<file path="src/hw/btd_pkg.sv">
// Purpose: Shared types and constants for the bundle template decoder
// Assumes: 128-bit bundles, fetch always little-endian
// Notes:   Template table lives in the decoder body
package btd_pkg;

    // ------------------------------------------------------------
    // Bundle layout
    // ------------------------------------------------------------
    localparam int BUNDLE_W    = 128;
    localparam int SLOT_W      = 41;
    localparam int TMPL_W      = 5;
    localparam int TMPL_LSB    = 0;
    localparam int SLOT0_LSB   = 5;
    localparam int SLOT1_LSB   = 46;
    localparam int SLOT2_LSB   = 87;
    localparam int NUM_SLOTS   = 3;
    localparam int BUNDLE_BYTES = 16;
    localparam int ALIGN_BITS  = 4;
    localparam int ADDR_W      = 64;
    localparam int MAJOR_W     = 4;
    localparam int MAJOR_LSB   = 37;

    // Major opcode of the long branch and long call forms
    localparam logic [3:0] MAJOR_LONG_BRANCH = 4'hC;
    localparam logic [3:0] MAJOR_LONG_CALL   = 4'hD;

    // ------------------------------------------------------------
    // Unit types
    // ------------------------------------------------------------
    typedef enum logic [2:0] {
        BTD_UNIT_NONE = 3'b000,
        BTD_UNIT_M    = 3'b001,
        BTD_UNIT_I    = 3'b010,
        BTD_UNIT_F    = 3'b011,
        BTD_UNIT_B    = 3'b100,
        BTD_UNIT_L    = 3'b101,
        BTD_UNIT_X    = 3'b110
    } btd_unit_t;

    // Where a slot finally executes
    typedef enum logic [1:0] {
        BTD_EXEC_M = 2'b00,
        BTD_EXEC_I = 2'b01,
        BTD_EXEC_F = 2'b10,
        BTD_EXEC_B = 2'b11
    } btd_exec_t;

    typedef struct packed {
        logic [SLOT_W-1:0] bits;
        btd_unit_t         unit;
        btd_exec_t         exec;
        logic              stop_after;
        logic              valid;
    } btd_slot_t;

    typedef struct packed {
        logic [ADDR_W-1:0] addr;
        logic [TMPL_W-1:0] tmpl;
        btd_slot_t         slot2;
        btd_slot_t         slot1;
        btd_slot_t         slot0;
        logic              long_pair;
        logic              illegal;
        logic              misaligned;
    } btd_decoded_t;

    localparam logic [TMPL_W-1:0] TMPL_MEMORY_LONG_EXT_A = 5'h04;
    localparam logic [TMPL_W-1:0] TMPL_MEMORY_LONG_EXT_B = 5'h05;

endpackage

</file>
<file path="src/hw/btd_decoder.sv">
// Purpose: Split a fetched bundle into template and slots, type them
// Assumes: Fetch presents little-endian 16-byte aligned bundles
// Notes:   One cycle from accepted bundle to registered result
// How it works
// [RULE1] Bundle is three 41-bit slots, 5-bit template
// [RULE2] Template 4:0, slots 45:5, 86:46, 127:87
// [RULE3] Bit zero is the least-significant bit
// [RULE4] Bundles sit on 16-byte aligned addresses
// [RULE5] Fetch bytes always read little-endian
// [RULE6] Six instruction types routed to unit kinds
// [RULE7] Template selects each slot's unit type
// [RULE8] Eight template values are reserved, unmapped
// [RULE9] Template 00 no stop; 03 two stops
// [RULE10] Stops passed on as dependency boundaries
// [RULE11] Long template X slot accepts break, no-op
// [RULE12] Extended op spans two adjacent slots
// [RULE13] Long branch/call on branch, else integer
// [RULE14] Slot 0 first, bundles by rising address
// [RULE15] Odd template adds stop; 0A, 0B special
// [RULE16] Reserved template raises illegal, issues nothing
`timescale 1ns/1ns
module btd_decoder
(
    // Clock and reset
    input  wire logic                               i_clk_sys,
    input  wire logic                               i_reset,
    // Fetch side
    input  wire logic                               i_fetch_valid,
    input  wire logic [btd_pkg::ADDR_W-1:0]         i_fetch_addr,
    input  wire logic [btd_pkg::BUNDLE_W-1:0]       i_fetch_bundle,
    output logic                                    o_fetch_ready,
    // Issue side
    input  wire logic                               i_issue_ready,
    output logic                                    o_issue_valid,
    output btd_pkg::btd_decoded_t                   o_issue,
    // Exception side
    output logic                                    o_illegal_op
);
    // ------------------------------------------------------------
    // Field extraction
    // ------------------------------------------------------------
    logic [btd_pkg::TMPL_W-1:0]  tmpl;
    logic [btd_pkg::SLOT_W-1:0]  slot_bits [btd_pkg::NUM_SLOTS];
    btd_pkg::btd_unit_t          unit      [btd_pkg::NUM_SLOTS];
    btd_pkg::btd_exec_t          exec_sel  [btd_pkg::NUM_SLOTS];
    logic [btd_pkg::NUM_SLOTS-1:0] stop;
    logic                        reserved;
    logic                        long_pair;
    logic                        misaligned;

    // Bundle is taken as a little-endian 128-bit word, bit 0 = LSB
    assign tmpl         = i_fetch_bundle[btd_pkg::TMPL_LSB +: btd_pkg::TMPL_W];  // [RULE2] [RULE3] [RULE5]
    assign slot_bits[0] = i_fetch_bundle[btd_pkg::SLOT0_LSB +: btd_pkg::SLOT_W]; // [RULE1] [RULE2]
    assign slot_bits[1] = i_fetch_bundle[btd_pkg::SLOT1_LSB +: btd_pkg::SLOT_W]; // [RULE2]
    assign slot_bits[2] = i_fetch_bundle[btd_pkg::SLOT2_LSB +: btd_pkg::SLOT_W]; // [RULE2]

    // Fetch should never offer an offset inside a bundle
    assign misaligned = |i_fetch_addr[btd_pkg::ALIGN_BITS-1:0];  // [RULE4]

    // ------------------------------------------------------------
    // Template table
    // ------------------------------------------------------------
    always_comb
    begin
        unit[0]  = btd_pkg::BTD_UNIT_NONE;
        unit[1]  = btd_pkg::BTD_UNIT_NONE;
        unit[2]  = btd_pkg::BTD_UNIT_NONE;
        reserved = 1'b0;
        // Odd member of each defined pair closes with a stop after slot 2
        stop     = {tmpl[0], 2'b00};  // [RULE15]
        case (tmpl[btd_pkg::TMPL_W-1:1])  // [RULE7]
            4'h0:
            begin
                unit[0] = btd_pkg::BTD_UNIT_M;
                unit[1] = btd_pkg::BTD_UNIT_I;
                unit[2] = btd_pkg::BTD_UNIT_I;
            end
            4'h1:
            begin
                unit[0] = btd_pkg::BTD_UNIT_M;
                unit[1] = btd_pkg::BTD_UNIT_I;
                unit[2] = btd_pkg::BTD_UNIT_I;
                stop[1] = 1'b1;  // [RULE9]
            end
            4'h2:
            begin
                unit[0] = btd_pkg::BTD_UNIT_M;
                unit[1] = btd_pkg::BTD_UNIT_L;  // [RULE12]
                unit[2] = btd_pkg::BTD_UNIT_X;  // [RULE11]
            end
            4'h4:
            begin
                unit[0] = btd_pkg::BTD_UNIT_M;
                unit[1] = btd_pkg::BTD_UNIT_M;
                unit[2] = btd_pkg::BTD_UNIT_I;
            end
            4'h5:
            begin
                unit[0] = btd_pkg::BTD_UNIT_M;
                unit[1] = btd_pkg::BTD_UNIT_M;
                unit[2] = btd_pkg::BTD_UNIT_I;
                stop[0] = 1'b1;  // [RULE15]
            end
            4'h6:
            begin
                unit[0] = btd_pkg::BTD_UNIT_M;
                unit[1] = btd_pkg::BTD_UNIT_F;
                unit[2] = btd_pkg::BTD_UNIT_I;
            end
            4'h7:
            begin
                unit[0] = btd_pkg::BTD_UNIT_M;
                unit[1] = btd_pkg::BTD_UNIT_M;
                unit[2] = btd_pkg::BTD_UNIT_F;
            end
            4'h8:
            begin
                unit[0] = btd_pkg::BTD_UNIT_M;
                unit[1] = btd_pkg::BTD_UNIT_I;
                unit[2] = btd_pkg::BTD_UNIT_B;
            end
            4'h9:
            begin
                unit[0] = btd_pkg::BTD_UNIT_M;
                unit[1] = btd_pkg::BTD_UNIT_B;
                unit[2] = btd_pkg::BTD_UNIT_B;
            end
            4'hB:
            begin
                unit[0] = btd_pkg::BTD_UNIT_B;
                unit[1] = btd_pkg::BTD_UNIT_B;
                unit[2] = btd_pkg::BTD_UNIT_B;
            end
            4'hC:
            begin
                unit[0] = btd_pkg::BTD_UNIT_M;
                unit[1] = btd_pkg::BTD_UNIT_M;
                unit[2] = btd_pkg::BTD_UNIT_B;
            end
            4'hE:
            begin
                unit[0] = btd_pkg::BTD_UNIT_M;
                unit[1] = btd_pkg::BTD_UNIT_F;
                unit[2] = btd_pkg::BTD_UNIT_B;
            end
            default:
            begin
                // 06/07, 14/15, 1A/1B, 1E/1F: no mapping
                reserved = 1'b1;  // [RULE8]
                stop     = 3'b000;
            end
        endcase
    end

    assign long_pair = (unit[1] == btd_pkg::BTD_UNIT_L);  // [RULE12]

    // ------------------------------------------------------------
    // Execution unit per slot
    // ------------------------------------------------------------
    // The L slot takes its unit from the X half, so both halves agree
    genvar g;
    generate
        for (g = 0; g < btd_pkg::NUM_SLOTS; g++)
        begin : g_exec
            btd_slot_exec u_exec
            (
                .i_unit      (unit[g]),
                .i_bits      (slot_bits[g]),
                .i_pair_bits (slot_bits[btd_pkg::NUM_SLOTS-1]),
                .o_exec      (exec_sel[g])
            );  // [RULE6] [RULE13]
        end
    endgenerate

    // ------------------------------------------------------------
    // Output register
    // ------------------------------------------------------------
    btd_pkg::btd_decoded_t next_issue;
    logic                  take;

    assign o_fetch_ready = !o_issue_valid || i_issue_ready;
    assign take          = i_fetch_valid && o_fetch_ready;

    always_comb
    begin
        next_issue            = '0;
        next_issue.addr       = i_fetch_addr;
        next_issue.tmpl       = tmpl;
        next_issue.long_pair  = long_pair;
        next_issue.illegal    = reserved;
        next_issue.misaligned = misaligned;
        // Slot order 0, 1, 2 is kept in the struct fields
        next_issue.slot0 = '{slot_bits[0], unit[0], exec_sel[0], stop[0], !reserved};  // [RULE14] [RULE16]
        next_issue.slot1 = '{slot_bits[1], unit[1], exec_sel[1], stop[1], !reserved};  // [RULE16]
        next_issue.slot2 = '{slot_bits[2], unit[2], exec_sel[2], stop[2], !reserved};  // [RULE10]
    end

    always_ff @(posedge i_clk_sys)
    begin
        if (i_reset)
            o_issue_valid <= 1'b0;
        else if (o_fetch_ready)
            o_issue_valid <= i_fetch_valid;  // [RULE14]
    end

    always_ff @(posedge i_clk_sys)
    begin
        if (i_reset)
            o_issue <= '0;
        else if (take)
            o_issue <= next_issue;  // [RULE10]
    end

    always_ff @(posedge i_clk_sys)
    begin
        if (i_reset)
            o_illegal_op <= 1'b0;
        else
            o_illegal_op <= take && reserved;  // [RULE16]
    end

endmodule // btd_decoder

</file>
<file path="src/hw/btd_slot_exec.sv">
// Purpose: Map one slot's unit type to its execution unit
// Assumes: Unit type already taken from the template
// Notes:   Pure combinational; instantiated once per slot
`timescale 1ns/1ns
module btd_slot_exec
(
    // Slot input
    input  wire btd_pkg::btd_unit_t                 i_unit,
    input  wire logic [btd_pkg::SLOT_W-1:0]         i_bits,
    input  wire logic [btd_pkg::SLOT_W-1:0]         i_pair_bits,
    // Result
    output btd_pkg::btd_exec_t                      o_exec
);
    logic [btd_pkg::MAJOR_W-1:0] major;

    // Long pair: major opcode sits in the X half
    assign major = i_pair_bits[btd_pkg::MAJOR_LSB +: btd_pkg::MAJOR_W];

    always_comb
    begin
        case (i_unit)
            btd_pkg::BTD_UNIT_M: o_exec = btd_pkg::BTD_EXEC_M;
            btd_pkg::BTD_UNIT_I: o_exec = btd_pkg::BTD_EXEC_I;
            btd_pkg::BTD_UNIT_F: o_exec = btd_pkg::BTD_EXEC_F;
            btd_pkg::BTD_UNIT_B: o_exec = btd_pkg::BTD_EXEC_B;
            btd_pkg::BTD_UNIT_L, btd_pkg::BTD_UNIT_X:
            begin
                if (major == btd_pkg::MAJOR_LONG_BRANCH ||
                    major == btd_pkg::MAJOR_LONG_CALL)
                    o_exec = btd_pkg::BTD_EXEC_B;  // [RULE13]
                else
                    o_exec = btd_pkg::BTD_EXEC_I;  // [RULE13]
            end
            default: o_exec = btd_pkg::BTD_EXEC_I;
        endcase
    end

    // Unused in exec selection for every slot, long pair included; kept for symmetry of wiring
    logic unused_bits;
    assign unused_bits = ^i_bits;

endmodule // btd_slot_exec

</file>
<file path="config.mk">
export PLATFORM = sky130hd
export DESIGN_NAME = btd_decoder
export DESIGN_NICKNAME = d
export VERILOG_FILES = /design/src/hw/btd_pkg.sv /design/src/hw/btd_decoder.sv /design/src/hw/btd_slot_exec.sv
export SDC_FILE = /design/constraint.sdc
export NUM_CORES = 1
export LEC_CHECK = 0
export ABC_CLOCK_PERIOD_IN_PS = 1900
export BUFFER_PORTS_ARGS = -buffer_cell sky130_fd_sc_hd__buf_4
export CAP_MARGIN = 20
export CORE_AREA = 2 2 160 162
export DETAILED_ROUTE_END_ITERATION = 10
export DIE_AREA = 0 0 162 164
export SLEW_MARGIN = 20
export SYNTH_ARGS = -nofsm -noshare
export SYNTH_HDL_FRONTEND = slang
export SYNTH_HIERARCHICAL = 1
export SYNTH_SLANG_ARGS = --single-unit
</file>
<file path="constraint.sdc">
create_clock -name i_clk_sys -period 1.9 [get_ports i_clk_sys]
set_clock_uncertainty 0.05 [all_clocks]
set_input_delay 0.095 -clock i_clk_sys [delete_from_list [all_inputs] [get_ports i_clk_sys]]
set_output_delay 0.095 -clock i_clk_sys [all_outputs]
set_load 0.05 [all_outputs]
</file>
After elaboration in Yosys (flattened, before gate mapping)
Cells that the tools add are included.
{ "totals": {"romBits": 0, "ramBits": 0, "out_inout_bits": 219, "reg_bits": 216, "word_cells": 70, "latch_bits": 0, "mem_count": 0, "input_bits": 196} }
{ "classes": {"addsub": 0, "n_mul": 0, "n_lt_le_gt_ge": 0, "eq_ne": 28, "mux": 9, "div_mod_pow": 0, "n_reduce_logical": 13, "shifts": 0, "bitwise_logic": 0} }
{ "op_table": {"columns": ["cell", "n"], "rows": [
  ["9-bit one-hot mux with 10 select lines", 1],
  ["4-bit == test (second input constant)", 7],
  ["3-bit == test (second input constant)", 9],
  ["2-bit one-hot mux with 4 select lines", 3],
  ["4-bit by 3-bit == test with 1-bit output (second input constant)", 4],
  ["12-bit OR reduction", 1],
  ["2-bit OR reduction", 5],
  ["3-bit by 1-bit == test with 1-bit output (second input constant)", 3],
  ["3-bit by 2-bit == test with 1-bit output (second input constant)", 3],
  ["4-bit by 1-bit == test with 1-bit output (second input constant)", 1],
  ["4-bit by 2-bit == test with 1-bit output (second input constant)", 1],
  ["4-bit zero test", 1],
  ["1-bit 2-to-1 mux", 4],
  ["4-bit OR reduction", 1],
  ["1-bit logical AND", 2],
  ["1-bit logical OR", 2],
  ["2-bit 2-to-1 mux", 1],
  ["1-bit zero test", 1]
]} }

Logic depth before layout (Yosys ltp)
Gate-level depths: netlist (run 1).
{ "logic_depth": {"depth_word": 6, "depth_mapped": 8, "depth_no_buf": 7} }

Modules after synthesis
Netlist (run 1), hierarchy kept.
{ "by_module_without_submodules": {"columns": ["module", "n_inst", "cells_each", "area_each_um2", "seq_area_each_um2"], "rows": [
  ["btd_decoder", 1, 1006, 8235.4, 4304.1],
  ["btd_slot_exec", 3, 5, 38.8, 0.0]
]} }

Worst setup path before layout (run 1)
OpenSTA, ideal clock, no wires.
{ "synth_timing": {"kind": "register -> register", "start": "register o_issue_valid", "end": "register o_issue[183] (netlist bit)", "t_arrival_ns": 1.770, "period_less_slack_ns": 1.890, "setup_ns": 0.070, "n_path_buf": 2, "stages_incl_launch_ff": 7, "required_time_ns": 1.780, "path_slack_ns": 0.010, "path_cell_list": "dfxtp_1 nor2b_1 buf_4 inv_2 clkbuf_1 nand3_1 a21oi_1"} }
{ "synth_via": {"elab_chain_len": 3} }
{ "synth_lines": {"columns": ["element", "line_no", "source"], "rows": [
  ["start: declaration", "btd_decoder.sv:34", "output logic o_issue_valid,"],
  ["start signal: assignment", "btd_decoder.sv:203", "o_issue_valid <= i_fetch_valid;"],
  ["1-bit zero test", "btd_decoder.sv:181", "assign o_fetch_ready = !o_issue_valid || i_issue_ready;"],
  ["1-bit logical OR", "btd_decoder.sv:181", null],
  ["named net o_fetch_ready", "btd_decoder.sv:31", "output logic o_fetch_ready,"],
  ["1-bit logical AND", "btd_decoder.sv:182", "assign take = i_fetch_valid && o_fetch_ready;"],
  ["end signal: assignment", "btd_decoder.sv:211", "o_issue <= next_issue;"],
  ["end: declaration", "btd_decoder.sv:35", "output btd_pkg::btd_decoded_t o_issue,"]
]} }
The timed path passes the listed nets, and every way through them passes these cells.
A chain may end at the register's enable or synchronous reset.

Worst setup path in the final report (run 1)
{ "layout_timing": {"start": "register o_issue_valid", "end": "output o_fetch_ready"} }
{ "layout_via": {"elab_chain_len": 2} }
{ "layout_lines": {"columns": ["element", "line_no"], "rows": [
  ["1-bit zero test", "btd_decoder.sv:181"],
  ["1-bit logical OR", "btd_decoder.sv:181"],
  ["end: declaration", "btd_decoder.sv:31"]
]} }
Every way passes these cells.

==> impl_summary.txt, run 1 <==
----------------------------------------------------
[Final layout]
  Ant. Diodes ... 0
  Share of layout cells above drive strength 1 ... 31.1%
  Number of nets in the layout ... 1757
  Area growth from synthesis to final layout ... 73.7%

[Global routing]
  First-pass GRT wire length ... 50.2 mm
  Antenna violations before repair ... 0
  Via count of the first global-routing pass ... about 9400
  Residual overflow from global routing ... 0
  Total routing resource utilization after global routing ... between 20% and 30%
  Pin count of the biggest net entering global routing ... around 120

[Hold path]
  Min-Delay Path Class ... in -> reg

[Floorplanning]
  Core box area ... 24800 sq um
  Die Y-Extent ... 164 microns
  FP Rows ... 58
  Initial standard-cell utilization of the core ... 33.7%
  Die area ... 26600 sq um
  Die Span X ... 162 microns
  Number of placed I/O pins ... 415

[Logic synthesis]
  Post-synthesis sequential area ratio ... 51.5%
  Dominant combinational cell family by area after synthesis ... compound AO/OA/AOI/OAI gates
  Number of standard cells after synthesis ... 1021
  Per-instance average area after synthesis ... around 8.2 sq um
  Predominant post-synthesis flop cell ... dfxtp_1
  Multiplexer fraction of the synthesized cell area ... 0%
  Cell Area, Synth ... roughly 8400 sq um
  Post-synthesis adder-cell area fraction ... less than 1%
  Dominant cell by count in the synthesized netlist ... dfxtp_1
  Async set-reset flop share out of synthesis ... 0%
  Library cell occupying the most area in the post-synthesis netlist ... dfxtp_1
  Leading post-synthesis cells by instance count ... dfxtp_1, a21oi_1, nand3_1
  Number of enable-type register cells in the synthesized netlist ... 0
  Most area-consuming cells after synthesis ... dfxtp_1, a21oi_1, nand3_1
  Area share of the largest cell type after synthesis ... 51.5%
  Simple logic cell fraction of the synthesized area ... ~15%
  YS warnings ... 6
  Fraction of the mapped netlist area in compound gates ... 26.8%
  Xor/xnor share of the synthesized area ... 0%
  Post-synthesis sequential element count ... approximately 220
  Number of unique standard cell types used by synthesis ... 37

[Power]
  Leakage power ... about 6.2 nW
  Clock network fraction of total power ... about two fifths
  Power Dens Cells ... 878 nW/um^2
  Sequential power share ... 38.5%
  Fraction of power spent switching nets ... around 30%
  Maximum vdd drop ... 0.604 mV
  Part of the power in combinational logic ... 23.2%
  Internal Power ... ~8.8 mW
  Psw ... 3.89 mW

[Worst setup path]
  Startpoint kind of the worst setup timing path ... flop
  Worst Path Arrival ... 1.57 ns
  CP endpoint kind ... primary output
  Critical path fanouts, max ... 16
  Class of the most critical setup path ... reg -> out
  Critical Path RT ... 1.75 ns

[Clock network]
  Worst-Skew Late Latency ... 0.52 ns
  Clock slew at reported path FFs ... 0.06 ns
  Clk root buf ... clkbuf_16
  CTS sink cnt ... between 200 and 250
  Max Buffers Root-to-Sink ... 3
  Number of buffers inserted during clock tree synthesis ... 25
  # H-tree levels ... 1
  CTS tree ... yes

[STA]
  Post-layout worst setup margin ... 0.181 ns
  Final Hold Violating Endpoints ... 0
  Final critical-path required period ... roughly 1.7 ns
  Max-slew violation total from the final report ... 0
  Max Clk Rate ... a little under 0.6 GHz
  Endpoints failing setup ... 0
  Actual transition at the worst max-transition pin ... 0.695 ns
  Final TNS setup ... 0 ns
  Slew margin rel. ... about 53%
  Setup repair after global routing missed its margin ... false
  Final Cycle Share ... roughly 90%

[Placed design]
  Placer Congestion ... 0.813
  Total of buffers placed on input and output ports ... 413
  HPWL reported at the end of detailed placement ... 20.1 mm
  Worst-case setup slack after placement ... 0.335 ns

[Routing]
  Post-detailed-route count of antenna-violating nets ... 0
  Via count normalized by instance count ... 5.13
  Routed Wire Length ... approximately 33 mm
  Routed wire length per instance ... 17.4 microns
  DRC violation total after the first TritonRoute iteration ... 814
  DRC Markers ... 0
  Overall via count from detail_route ... 9797
  Number of iterations in the first detailed-routing pass ... 5

[Outcome]
  Result of the run ... finished clean

[Flow run]
  Max-cap check violation count ... 0

----------------------------------------------------
-- placed cells by master, fill, tap and decap left out, drive strengths merged --
cell type	n
dfxtp	215
and4b	2
nand4b	1
nor2	6
inv	10
nand4	3
nor4	1
a21oi	216
nor2b	2
buf	437
a22o	1
bufinv	2
or4	1
a21o	2
o21ai	205
o32ai	2
o311a	1
nand2b	5
o22ai	2
dlygate4sd3	193
clkbuf	34
a311oi	2
nand3	202
a31o	1
nor3	1
a211oi	2
a22oi	1
nand3b	4
nand2	8
a21boi	1
maj3	3
clkinv	7
clkinvlp	2
or3b	2
conb	3
-- critical path, cell delays in order (launching register included) --
cell and delay, ns:
dfxtp_1 0.33, nor2b_4 0.26, clkinv_8 0.07, buf_4 0.19
buf_4 0.20
-- power groups by stage --
stage                     clock network [mW]  logic [mW]  registers (mW)
after floorplan                            0       0.691            5.90
after global placement                     0        2.59            4.99
after detailed placement                   0        2.59            5.00
after CTS                               5.01        2.93            4.91
after global routing                    5.19        3.12            4.94
final                                   4.87        2.96            4.91
-- through the flow --
step                power (mW)  util, %  instances  hold WS (ns)  instance area [sq um]
detailed placement        7.60     47.0       1664         0.317                  11700
global route              13.2     58.4       1910        0.0640                  14500
CTS                       12.8     58.2       1904        0.0204                  14500
floorplan                 6.59        -       1023         0.193                   8360
global placement          7.58     47.0       1664         0.310                  11700
finish                    12.7     58.4       1910        0.0418                  14500
-- what timing repair did --
| action | in CTS | in global routing |
|---|---|---|
| gates cloned | 0 | 2 |
| endpoints found under the setup margin | 1 | 1 |
| gates resized for setup | 1 | 1 |
| setup buffers | 1 | 4 |
| pin swaps | 0 | 0 |
| hold buffers | 193 | 0 |
| endpoints found under the hold margin | 203 | 0 |
-- cell type report --
type / instances / area [sq um]
fillers: 2175 / 10300
repair buffers: 630 / 5370
flip-flops and latches: 215 / 4300
multi-input cells: 680 / 3510
clock buffers: 34 / 719
well taps: 330 / 413
clock inverters: 12 / 126
inverters: 7 / 43.8
repair inverters: 2 / 17.5
-- worst paths after layout --
path,startpoint,end,slack (ns),cells after the start
worst max-delay path,o_issue_valid$_SDFFE_PP0N_,o_fetch_ready,0.18,4
worst min-delay path,i_fetch_valid,o_issue[101]$_SDFFE_PP0P_,0.04,4
worst max register to register,o_issue_valid$_SDFFE_PP0N_,o_issue[58]$_SDFFE_PP0P_,0.21,5
worst min register to register,o_issue[47]$_SDFFE_PP0P_,o_issue[47]$_SDFFE_PP0P_,0.42,2
-- logic make-up after synthesis --
logic type | count (synthesis)
and+or+nand+nor | 238
DFF | 215
AOI/OAI and AO/OA | 436
adders and majority gates | 3
buffers and inverters | 128
other | 1
-- registers in the layout (all words and copies together), names as in the netlist --
| signal | flops |
|---|---|
| o_issue | 213 |
| o_illegal_op | 1 |
| o_issue_valid | 1 |
-- routing by layer --
metal	part of all wire (%)	GRT usage, %	vias up	wire length, microns
met5	0	0	-	0
met4	3.7	8.89	0	1230
met3	8.0	5.88	80	2660
met2	48	38.7	378	15900
met1	41	28.5	4596	13500
li1	-	-	4743	-
Note: power is estimated with default switching activity, not from simulation.
==> inputs of run 2 (changes only) <==
- CELL_PAD_IN_SITES_DETAIL_PLACEMENT: default -> 2
- CELL_PAD_IN_SITES_GLOBAL_PLACEMENT: default -> 2
- CORE_AREA: 2 2 160 162 -> default
- CORE_ASPECT_RATIO: default -> 1.25
- CORE_MARGIN: default -> 1.5
- CORE_UTILIZATION: default -> 24
- DIE_AREA: 0 0 162 164 -> default
- PLACE_DENSITY_LB_ADDON: default -> 0.1
==> impl_summary.txt, run 2 (synthesis results as in run 1) <==
----------------------------------------------------
[Floorplanning]
  Die Y-Extent ... 212 microns
  Die area ... 35900 sq um
  Number of placed I/O pins ... 415
  FP Rows ... 76
  Initial standard-cell utilization of the core ... between 20 and 25%
  Die Span X ... 170 microns
  Core box area ... 34300 sq um

[Global routing]
  Antenna violations before repair ... 1
  Pin count of the biggest net entering global routing ... 92
  Via count of the first global-routing pass ... 10900
  First-pass GRT wire length ... between 60 and 70 mm
  Residual overflow from global routing ... 0
  Total routing resource utilization after global routing ... 21.7%

[Worst setup path]
  Worst Path Arrival ... between 1.5 and 2 ns
  Critical path fanouts, max ... 46
  Class of the most critical setup path ... reg -> out
  Startpoint of the lowest-slack register-to-register path ... o_issue_valid$_SDFFE_PP0N_
  Startpoint kind of the worst setup timing path ... flop
  Reg2reg end ... o_issue[49]$_SDFFE_PP0P_
  Critical Path RT ... approximately 1.8 ns
  Count of cells along the worst register-to-register path ... 5
  CP endpoint kind ... primary output
  Worst R2R Setup Slack ... 0.19 ns

[Final layout]
  Highest-count cells in the layout ignoring fill and taps ... buf_4, dfxtp_1, a21oi_1
  Top Registers ... o_issue (213), o_illegal_op (1), o_issue_valid (1)
  Share of layout cells above drive strength 1 ... 30.4%
  Fill cell count ... 3781
  Flip-flop count of the largest register, all copies and words added ... between 200 and 250
  Largest register by flop count ... o_issue
  Post-route cell area ... around 15000 sq um
  Area growth from synthesis to final layout ... 75.1%
  Number of nets in the layout ... 1757
  Post-layout utilization of the core ... 42.6%
  Most common library cell in the layout ignoring fill and taps ... buf_4

[Placed design]
  Instance area after placement ... 11900 sq um
  Placer Congestion ... 0.703
  HPWL reported at the end of detailed placement ... 24.6 mm
  Total of buffers placed on input and output ports ... between 400 and 500

[STA]
  Slew margin rel. ... 62.7%
  Max-slew violation total from the final report ... 0
  Final critical-path required period ... 1.79 ns
  Final Hold Violating Endpoints ... 0
  Actual transition at the worst max-transition pin ... 0.557 ns
  Endpoints failing setup ... 0
  Max Clk Rate ... between 0.5 and 0.6 GHz
  Final Cycle Share ... 94.4%
  Setup repair after global routing missed its margin ... false
  Final TNS setup ... 0 ns

[Power]
  Clock network fraction of total power ... 37.0%
  Psw ... 3.98 mW
  Fraction of power spent switching nets ... 31.6%
  Total Power ... 12.6 mW
  Maximum vdd drop ... about 0.58 mV
  Internal Power ... 8.61 mW
  Part of the power in combinational logic ... 24.0%
  Sequential power share ... 39.1%
  Leakage power ... about 6.2 nW
  Power Dens Cells ... 861 nW/um^2

[Routing]
  Routed Wire Length ... ~40 mm
  Overall via count from detail_route ... 9988
  DRC violation total after the first TritonRoute iteration ... 417
  Post-detailed-route count of antenna-violating nets ... 0
  Number of iterations in the first detailed-routing pass ... 4
  DRC Markers ... 0
  Routed wire length per instance ... ~20 microns
  Via count normalized by instance count ... 4.88

[Clock network]
  CTS sink cnt ... 215
  # H-tree levels ... 1
  CTS tree ... yes
  Clock slew at reported path FFs ... approximately 0.060 ns
  Max Buffers Root-to-Sink ... 3
  Worst-Skew Late Latency ... 0.52 ns
  Clk root buf ... clkbuf_16
  Number of buffers inserted during clock tree synthesis ... 25

[Hold path]
  Min-Delay Path Class ... in -> reg
  Worst hold path endpoint ... o_issue[177]$_SDFFE_PP0P_
  Start point of the worst hold path ... i_issue_ready
  Number of stages on the worst hold path ... 5

[Outcome]
  Result of the run ... finished clean

[Flow run]
  Max-cap check violation count ... 0

----------------------------------------------------
==> run 2: cell types whose count changed in the layout (fill, tap and decap cells not counted), sizes merged <==
cell,before,now
clkbuf,34,42
bufinv,2,0
clkinv,7,1
inv,10,7
clkinvlp,2,0
diode,0,1
dlygate4sd3,193,195
==> run 2: layout make-up <==
| type | instances | area (sq um) | share of cell area [%] |
|---|---|---|---|
| Sequential cell | 215 | 4300 | 29.4 |
| Inverter | 7 | 43.8 | 0.299 |
| Antenna cell | 1 | 2.50 | 0.0171 |
| Multi-Input combinational cell | 680 | 3510 | 24.0 |
| Clock buffer | 42 | 759 | 5.19 |
| Tap cell | 468 | 586 | 4.00 |
| Clock inverter | 1 | 5.00 | 0.0342 |
| Timing Repair Buffer | 632 | 5410 | 37.0 |
==> run 2: worst max-delay path by stage <==
stage	start	endpoint	slack, ns	cells after the start
floorplan	o_issue_valid$_SDFFE_PP0N_	o_issue[183]$_SDFFE_PP0P_	0.01	6
global placement	i_fetch_bundle[3]	o_issue[6]$_SDFFE_PP0P_	0.37	8
detailed placement	i_fetch_bundle[3]	o_issue[6]$_SDFFE_PP0P_	0.32	8
CTS	o_issue_valid$_SDFFE_PP0N_	o_fetch_ready	0.04	4
global route	o_issue_valid$_SDFFE_PP0N_	o_fetch_ready	0.003	4
finish	o_issue_valid$_SDFFE_PP0N_	o_fetch_ready	0.11	4
==> run 2: repair_timing <==
action | 4_1_cts | 5_1_grt
endpoints found under the setup margin | 1 | 1
hold buffers | 195 | 0
buffers inserted | 0 | 0
gates resized for setup | 2 | 1
endpoints found under the hold margin | 206 | 0
==> run 2: through the flow <==
step	instances	hold slack, ns	setup WS, ns
6_report	2046	0.140	0.106
5_1_grt	2046	0.156	0.00318
4_1_cts	2045	0.129	0.0414
3_5_place_dp	1807	0.318	0.323
3_3_place_gp	1807	0.311	0.372
2_1_floorplan	1023	0.193	0.00955
==> run 2: per-layer routing <==
layer | global-route usage [%] | vias up | wire length (microns)
met5 | 0 | - | 0
met4 | 7.63 | 0 | 1410
met3 | 5.09 | 71 | 2550
met2 | 39.1 | 297 | 20600
met1 | 24.8 | 4882 | 16100
li1 | - | 4738 | -
==> run 2: worst max-delay path: stages, from the launching register on <==
cell     delay, ns
dfxtp_1       0.33
nor2b_4       0.26
inv_12        0.13
buf_12        0.20
buf_4         0.20
==> run 2: power groups by stage <==
stage                     registers (mW)  clock network (mW)  logic, mW
after floorplan                     5.90                   0      0.691
after global placement              5.00                   0       2.65
after detailed placement            5.01                   0       2.67
after CTS                           4.91                4.83       3.02
after global routing                4.95                5.01       3.19
final                               4.91                4.65       3.02
